--- src/ecsp_pkg.sv ---
// Package with constants and carrier types for the codec stream port
package ecsp_pkg;
    localparam int DATA_W = 20;
    localparam int CNT_W = 8;
    localparam logic [CNT_W-1:0] CORR_MAX = 8'h28;
    localparam logic [CNT_W-1:0] CNT_ZERO = 8'h00;
    localparam logic [CNT_W-1:0] CNT_ONE = 8'h01;

    typedef struct packed {
        logic [DATA_W-1:0] data;
        logic sop;
        logic eop;
        logic err;
    } ecsp_in_s;

    typedef struct packed {
        logic [DATA_W-1:0] data;
        logic [CNT_W-1:0] error_count;
        logic sop;
        logic eop;
        logic uncorr;
    } ecsp_out_s;

    typedef struct packed {
        logic full;
        ecsp_out_s hold;
        logic [CNT_W-1:0] run_count;
        logic in_pkt;
    } ecsp_state_s;
endpackage

--- src/ecsp_core.sv ---
// Stream port of the codec with a one-entry output stage
`timescale 1ns/10ps
module ecsp_core (
    // Clock, reset, enable
    input wire logic clk,
    input wire logic rst_n,
    input wire logic clk_en,
    // Upstream side
    input wire logic in_valid,
    input wire ecsp_pkg::ecsp_in_s in_sym,
    output logic in_ready,
    // Downstream side
    output logic out_valid,
    output ecsp_pkg::ecsp_out_s out_sym,
    output logic [ecsp_pkg::DATA_W+ecsp_pkg::CNT_W-1:0] out_bus,
    input wire logic out_ready
);
    ecsp_pkg::ecsp_state_s st;
    ecsp_pkg::ecsp_state_s next_st;
    logic take;
    logic give;
    logic [ecsp_pkg::CNT_W-1:0] cnt_now;

    function automatic logic [ecsp_pkg::CNT_W-1:0] bump(input logic [ecsp_pkg::CNT_W-1:0] c);
        if (c == '1) begin
            return c;
        end
        return c + ecsp_pkg::CNT_ONE;
    endfunction

    // Stage is free or drains this cycle
    assign in_ready = clk_en && (!st.full || out_ready);
    assign take = in_valid && in_ready;
    assign give = clk_en && st.full && out_ready;
    assign out_valid = st.full;
    assign out_sym = st.hold;
    assign out_bus = {st.hold.data, st.hold.error_count};

    always_comb begin
        next_st = st;
        cnt_now = in_sym.sop ? ecsp_pkg::CNT_ZERO : st.run_count;
        if (in_sym.err) begin
            cnt_now = bump(cnt_now);
        end
        if (give) begin
            next_st.full = 1'b0;
        end
        if (take) begin
            next_st.full = 1'b1;
            next_st.hold.data = in_sym.data;
            next_st.hold.sop = in_sym.sop;
            next_st.hold.eop = in_sym.eop;
            next_st.hold.error_count = in_sym.eop ? cnt_now : ecsp_pkg::CNT_ZERO;
            next_st.hold.uncorr = in_sym.eop && (cnt_now > ecsp_pkg::CORR_MAX);
            next_st.run_count = in_sym.eop ? ecsp_pkg::CNT_ZERO : cnt_now;
            next_st.in_pkt = !in_sym.eop;
        end
    end

    always_ff @(posedge clk or negedge rst_n) begin
        if (!rst_n) begin
            st <= '0;
        end else if (clk_en) begin
            st <= next_st;
        end
    end
endmodule

--- config.mk ---
export PLATFORM = sky130hd
export DESIGN_NAME = ecsp_core
export DESIGN_NICKNAME = d
export VERILOG_FILES = /design/src/ecsp_pkg.sv /design/src/ecsp_core.sv
export SDC_FILE = /design/constraint.sdc
export NUM_CORES = 1
export LEC_CHECK = 0
export ABC_AREA = 1
export BUFFER_PORTS_ARGS = -buffer_cell sky130_fd_sc_hd__buf_2
export CORE_MARGIN = 3
export CORE_UTILIZATION = 44
export DETAILED_ROUTE_END_ITERATION = 8
export PLACE_DENSITY = 0.81
export SKIP_CTS_REPAIR_TIMING = 1
export SLEW_MARGIN = 40
export SYNTH_ARGS = -nofsm -noshare
export SYNTH_HDL_FRONTEND = slang
export SYNTH_SLANG_ARGS = --single-unit
--- constraint.sdc ---
create_clock -name clk -period 1.3 [get_ports clk]
set_clock_uncertainty 0.05 [all_clocks]
set_input_delay 0 -clock clk [delete_from_list [all_inputs] [get_ports clk]]
set_output_delay 0 -clock clk [all_outputs]
set_load 0.01 [all_outputs]
==> qor.yml, run 1 <==
run_status: "finished with violations"
violations: "negative setup slack"
dieArea_sq_um: 6240
tightest_slew_ns: 0.394
synth_top_family_by_area: "simple AND/OR/NAND/NOR gates"
min_path_type: "in -> reg"
maxCapViolCount: 0
reg2reg_depth: 11
synth_compound_area_share_pct: 5.02
place_congestion: 0.919
pin_count: 89
synth_area_leader_cell: "dfrtp_1"
rsz0062_at_grt: "true"
synth-async-reset-ratio_pct: 100
cts_htree_levels: 2
maxSlewHeadroom_pct: 73.8
synth.top_cells.by_count: "nand2_1 (103), buf_4 (60), dfrtp_1 (40)"
arrival_ns: 1.61
cp_slowest_cell: "dfrtp_1"
finalSetupViolCount: 13
yosysWarnings: 0
drive_above_1_share_pct: 41.5
synth_xor_area_share_pct: 0
detailedRoute.firstPassIterationCount: 4
synth_edf_count: 0
startpoint: "st[1]"
synthesis.area_sq_um: 2340
cp-end-kind: "register"
grt_max_degree: 26
timing.final.crit_share_pct: 114
yosys-top-cells-area: "dfrtp_1 (43%), buf_4 (19%), nand2_1 (16%)"
max-clock-path-buffers: 2
fin_area_sq_um: 2940
fmax_ghz: 0.678
slowest_delay_ns: 0.42
yosys_register_bits: 40
initial_core_util_pct: 47.4
post-route-min-period_ns: 1.48
cellPowerDensity_nw_per_um2: 1070
clock_latency_ns: 0.29
cp_cell_sequence: "nand3_4 -> nor2_8 -> nand2_4 -> nand3_2 -> nand2_1 -> nand2_2 -> nand3_1 -> nand2_1 -> nand2_1 -> nand2_1 -> nand2_1"
viasPerCell: 4.55
synthSimpleGateAreaFrac_pct: 27.5
drc: 0
min-delay-start: "out_ready"
ys.flop_type: "dfrtp_1"
path_max_fanout: 7
cts.sinks: 40
ant_nets: 0
num_rows: 25
muxShareOfSynthArea_pct: 0
cp.required_ns: 1.43
fin_nets: 391
die_w_um: 79.0
report.power.total_mw: 3.15
cp_common_cell: "nand2_1"
yosysSeqAreaShare_pct: 42.7
synth_most_common_cell: "nand2_1"
layout.cells.non_filler: 431
utilization_pct: 59.4
dr_total_vias: 1962
antenna_found_initial: 0
numPlacedInstances: 400
cts_tree: "done"
routed_wl_um: 5370
post-dp-hpwl_um: 3760
slew_viol_final: 0
grt_pass1_vias: 1730
cts-root-buf: "clkbuf_8"
syn-instance-count: 291
overflow: 0
irDropWorstVdd_mv: 0.566
hold_viol_final: 0
num-fill-cells: 482
grt_use_total_pct: 16.2
worstSetupStartpointType: "register"
clk_pin_slew_ns: 0.08
avgSynthCellArea_sq_um: 8.05
synth_top_area_share_pct: 42.7
critical_path_class: "reg -> reg"
syn_nets: 319
numCtsBuffers: 5
leakage_nw: 1.64
hold_path_depth: 6
synth_fa_ha_area_share_pct: 0
r2r-start: "st[1]"
synth_cell_types: 25
die-height_um: 79.0
drt_iter0_markers: 104
grt_pass1_wl_um: 8010
routedWlPerCell_um: 12.5
core_area_sq_um: 4940
port_buffers: 88
setup_tns_ns: -1.08
syn2layout_area_growth_pct: 25.4
fin_ws_ns: -0.176
antenna_cells: 0
postPlaceCellArea_sq_um: 2570
report_power, final:
| part | total [mW] | switching [mW] | internal, mW |
|---|---|---|---|
| Clock | 0.865 | 0.434 | 0.431 |
| Combinational | 0.810 | 0.441 | 0.369 |
| Sequential | 1.48 | 0.0974 | 1.38 |
| Total | 3.15 | 0.972 | 2.18 |
through the flow:
stage	hold WS, ns	worst slack (ns)
2_1_floorplan	-0.346	-0.0195
3_5_place_dp	-0.103	-0.170
4_1_cts	-0.425	-0.190
6_report	0.0358	-0.176
3_3_place_gp	-0.113	-0.107
5_1_grt	0.0837	-0.251
state kept, by name, indices dropped and copies added (netlist names):
| signal | flops |
|---|---|
| out_valid | 1 |
| out_sym | 3 |
| out_bus | 28 |
| st | 8 |
cells by family after synthesis:
logic type      after synthesis
compound gates               21
buf+inv                      90
flops                        40
simple gates                140
area by class of cell:
type	instances	area (sq um)	area share [%]
Clock buffer	7	86.3	2.94
Clock inverter	1	7.51	0.256
Inverter	23	86.3	2.94
Multi-Input combinational cell	161	817	27.8
Sequential cell	40	1000	34.1
Tap cell	67	83.8	2.85
Timing Repair Buffer	132	855	29.1
path summary, 6_finish.rpt:
kind	to	slack [ns]
setup / recovery	out_sym[0]	-0.18
hold / removal	out_valid	0.04
setup reg to reg	out_sym[0]	-0.18
hold reg to reg	out_sym[1]	0.44
max in group asynchronous	st[2]	0.61
min in group asynchronous	out_bus[13]	0.12
routing by layer:
layer | track usage [%] | part of all wire, % | wire length (um) | up-vias
li1 | - | - | - | 981
met1 | 20.1 | 43 | 2310 | 898
met2 | 28.1 | 51 | 2710 | 78
met3 | 4.08 | 5.7 | 308 | 5
met4 | 3.95 | 0.80 | 43 | 0
met5 | 0 | 0 | 0 | -
critical path, delay by kind of cell, from the launching register on:
family	cells	cell delay, ns
flip-flops	1	0.42
AND/OR/NAND/NOR	11	0.90
cells in the final DEF (no fill, tap or decap), drive strengths merged:
master       instances
buf                110
nand2              108
dfrtp               40
inv                 23
dlygate4sd3         22
nand3               15
nor2                15
o21ai               12
clkbuf               7
o22ai                5
a21oi                3
nand4                2
o211ai               1
clkinvlp             1
Note: power is estimated with default switching activity, not from simulation.
==> run 2: changes to the inputs <==
CORE_UTILIZATION = 40   (was 44)
PLACE_DENSITY = 0.75   (was 0.81)
==> run 2 against run 1 <==
Against the previous run:
- the flow still finishes with violations (negative setup slack)
- non-clock buffer count grew 3
- global-route usage shrank 1.6 points
- sequential power is essentially flat
- count of clock-buffer cells in the layout shrank 2
- die area grew 9.2%
- critical path depth is the same
- hold slack gained 0.0054 ns
- sequential share of layout area shrank 0.34 points
- routed wire length shrank 2.7%
- via count grew 2.7%
==> qor.yml, run 2 (synthesis gave the netlist of run 1 again) <==
run_status: "finished with violations"
violations: "negative setup slack"
endpoint: "out_sym[0]"
r2r-end: "out_sym[0]"
largest_reg_flops: 28
cp.required_ns: 1.44
fmax_ghz: 0.690
syn2layout_area_growth_pct: 26.5
cp_common_cell: "nand2_1"
cts_tree: "done"
path_buf_inv: 0
tightest_slew_ns: 0.384
drc: 0
initial_core_util_pct: 42.0
port_buffers: 88
drt_iter0_markers: 93
cp_cell_sequence: "nand3_4 -> nor2_8 -> nand2_4 -> nand3_2 -> nand2_2 -> nand2_2 -> nand3_2 -> nand2_1 -> nand2_1 -> nand2_1 -> nand2_1"
antenna_cells: 0
detailedRoute.firstPassIterationCount: 4
place_congestion: 0.879
num-fill-cells: 512
register_area_sq_um: 1000
irDropWorstVdd_mv: 0.470
fin_nets: 394
report.power.total_mw: 3.11
grt_pass1_vias: 1656
whs_ns: 0.0412
setup_tns_ns: -1.21
routed_wl_um: 5230
viasPerCell: 4.59
leakage_nw: 1.67
die-height_um: 82.5
dieArea_sq_um: 6810
worstSetupStartpointType: "register"
grt_use_total_pct: 14.6
ant_nets: 0
num_rows: 27
cp_top_family: "simple AND/OR/NAND/NOR gates"
fin_ws_ns: -0.148
cts.sinks: 40
reg2reg_depth: 11
clk_pin_slew_ns: 0.08
multi_input_area_sq_um: 803
rsz0062_at_grt: "true"
crit_cells: 11
slowest_delay_ns: 0.39
utilization_pct: 53.2
clock_latency_ns: 0.29
layout_common_cells: "nand2_1 (98), buf_2 (88), dfrtp_1 (40), dlygate4sd3_1 (22), buf_4 (20)"
cts_htree_levels: 2
drive_above_1_share_pct: 41.7
maxCapViolCount: 0
critical_path_class: "reg -> reg"
cp_slowest_cell: "dfrtp_1"
routedWlPerCell_um: 11.9
antenna_found_initial: 0
layout.cells.non_filler: 439
numCtsBuffers: 5
cellPowerDensity_nw_per_um2: 1050
grt_max_degree: 26
startpoint: "st[1]"
maxSlewHeadroom_pct: 74.4
timing.final.crit_share_pct: 111
cts-root-buf: "clkbuf_8"
die_w_um: 82.5
overflow: 0
post-dp-hpwl_um: 3710
cp-end-kind: "register"
min_path_type: "in -> reg"
r2r-start: "st[1]"
core_area_sq_um: 5570
path_max_fanout: 7
r2r_setup_slack_ns: -0.15
max-clock-path-buffers: 2
pin_count: 89
grt_pass1_wl_um: 7470
hold_viol_final: 0
post-route-min-period_ns: 1.45
arrival_ns: 1.59
final_common_cell: "nand2_1"
hold_path_depth: 6
slew_viol_final: 0
dr_total_vias: 2014
finalSetupViolCount: 15
numPlacedInstances: 406
-- run 2: cell type report --
class	instances	area share, %
clock buffer	5	2.32
clock inverter	3	0.633
inverter	23	3.00
multi-input combinational	161	27.1
sequential	40	33.8
tap	72	3.04
timing repair buffer	135	30.1
-- run 2: metal layers --
layer	global-route usage (%)	part of all wire, %	wire [um]
met5	0	0	0
met4	6.05	1.7	87
met3	4.23	6.2	323
met2	23.7	50	2620
met1	18.2	42	2200
-- run 2: worst min-delay path, stage by stage --
cell     delay [ns]
buf_2          0.08
inv_1          0.04
nand2_1        0.05
nand2_1        0.07
nand2_1        0.06
nand2_1        0.05
-- run 2: worst min path at each step --
stage,start,to,slack (ns)
3_5_place_dp,rst_n,out_valid,-0.10
5_1_grt,out_ready,out_valid,0.07
6_report,out_ready,out_valid,0.04
3_3_place_gp,rst_n,out_valid,-0.11
2_1_floorplan,rst_n,out_bus[0],-0.35
4_1_cts,rst_n,out_bus[26],-0.44
-- run 2: per-stage QoR --
| stage | cell area, sq um | worst slack, ns |
|---|---|---|
| 2_1_floorplan | 2360 | -0.0195 |
| 3_3_place_gp | 2590 | -0.0859 |
| 3_5_place_dp | 2590 | -0.173 |
| 4_1_cts | 2680 | -0.172 |
| 5_1_grt | 2960 | -0.280 |
| 6_report | 2960 | -0.148 |
-- run 2: power by group --
part / leakage, nW / internal [mW] / total (mW) / switching [mW]
combinational: 1.11 / 0.380 / 0.816 / 0.436
clock: 0.0479 / 0.374 / 0.818 / 0.444
sequential: 0.520 / 1.38 / 1.47 / 0.0944
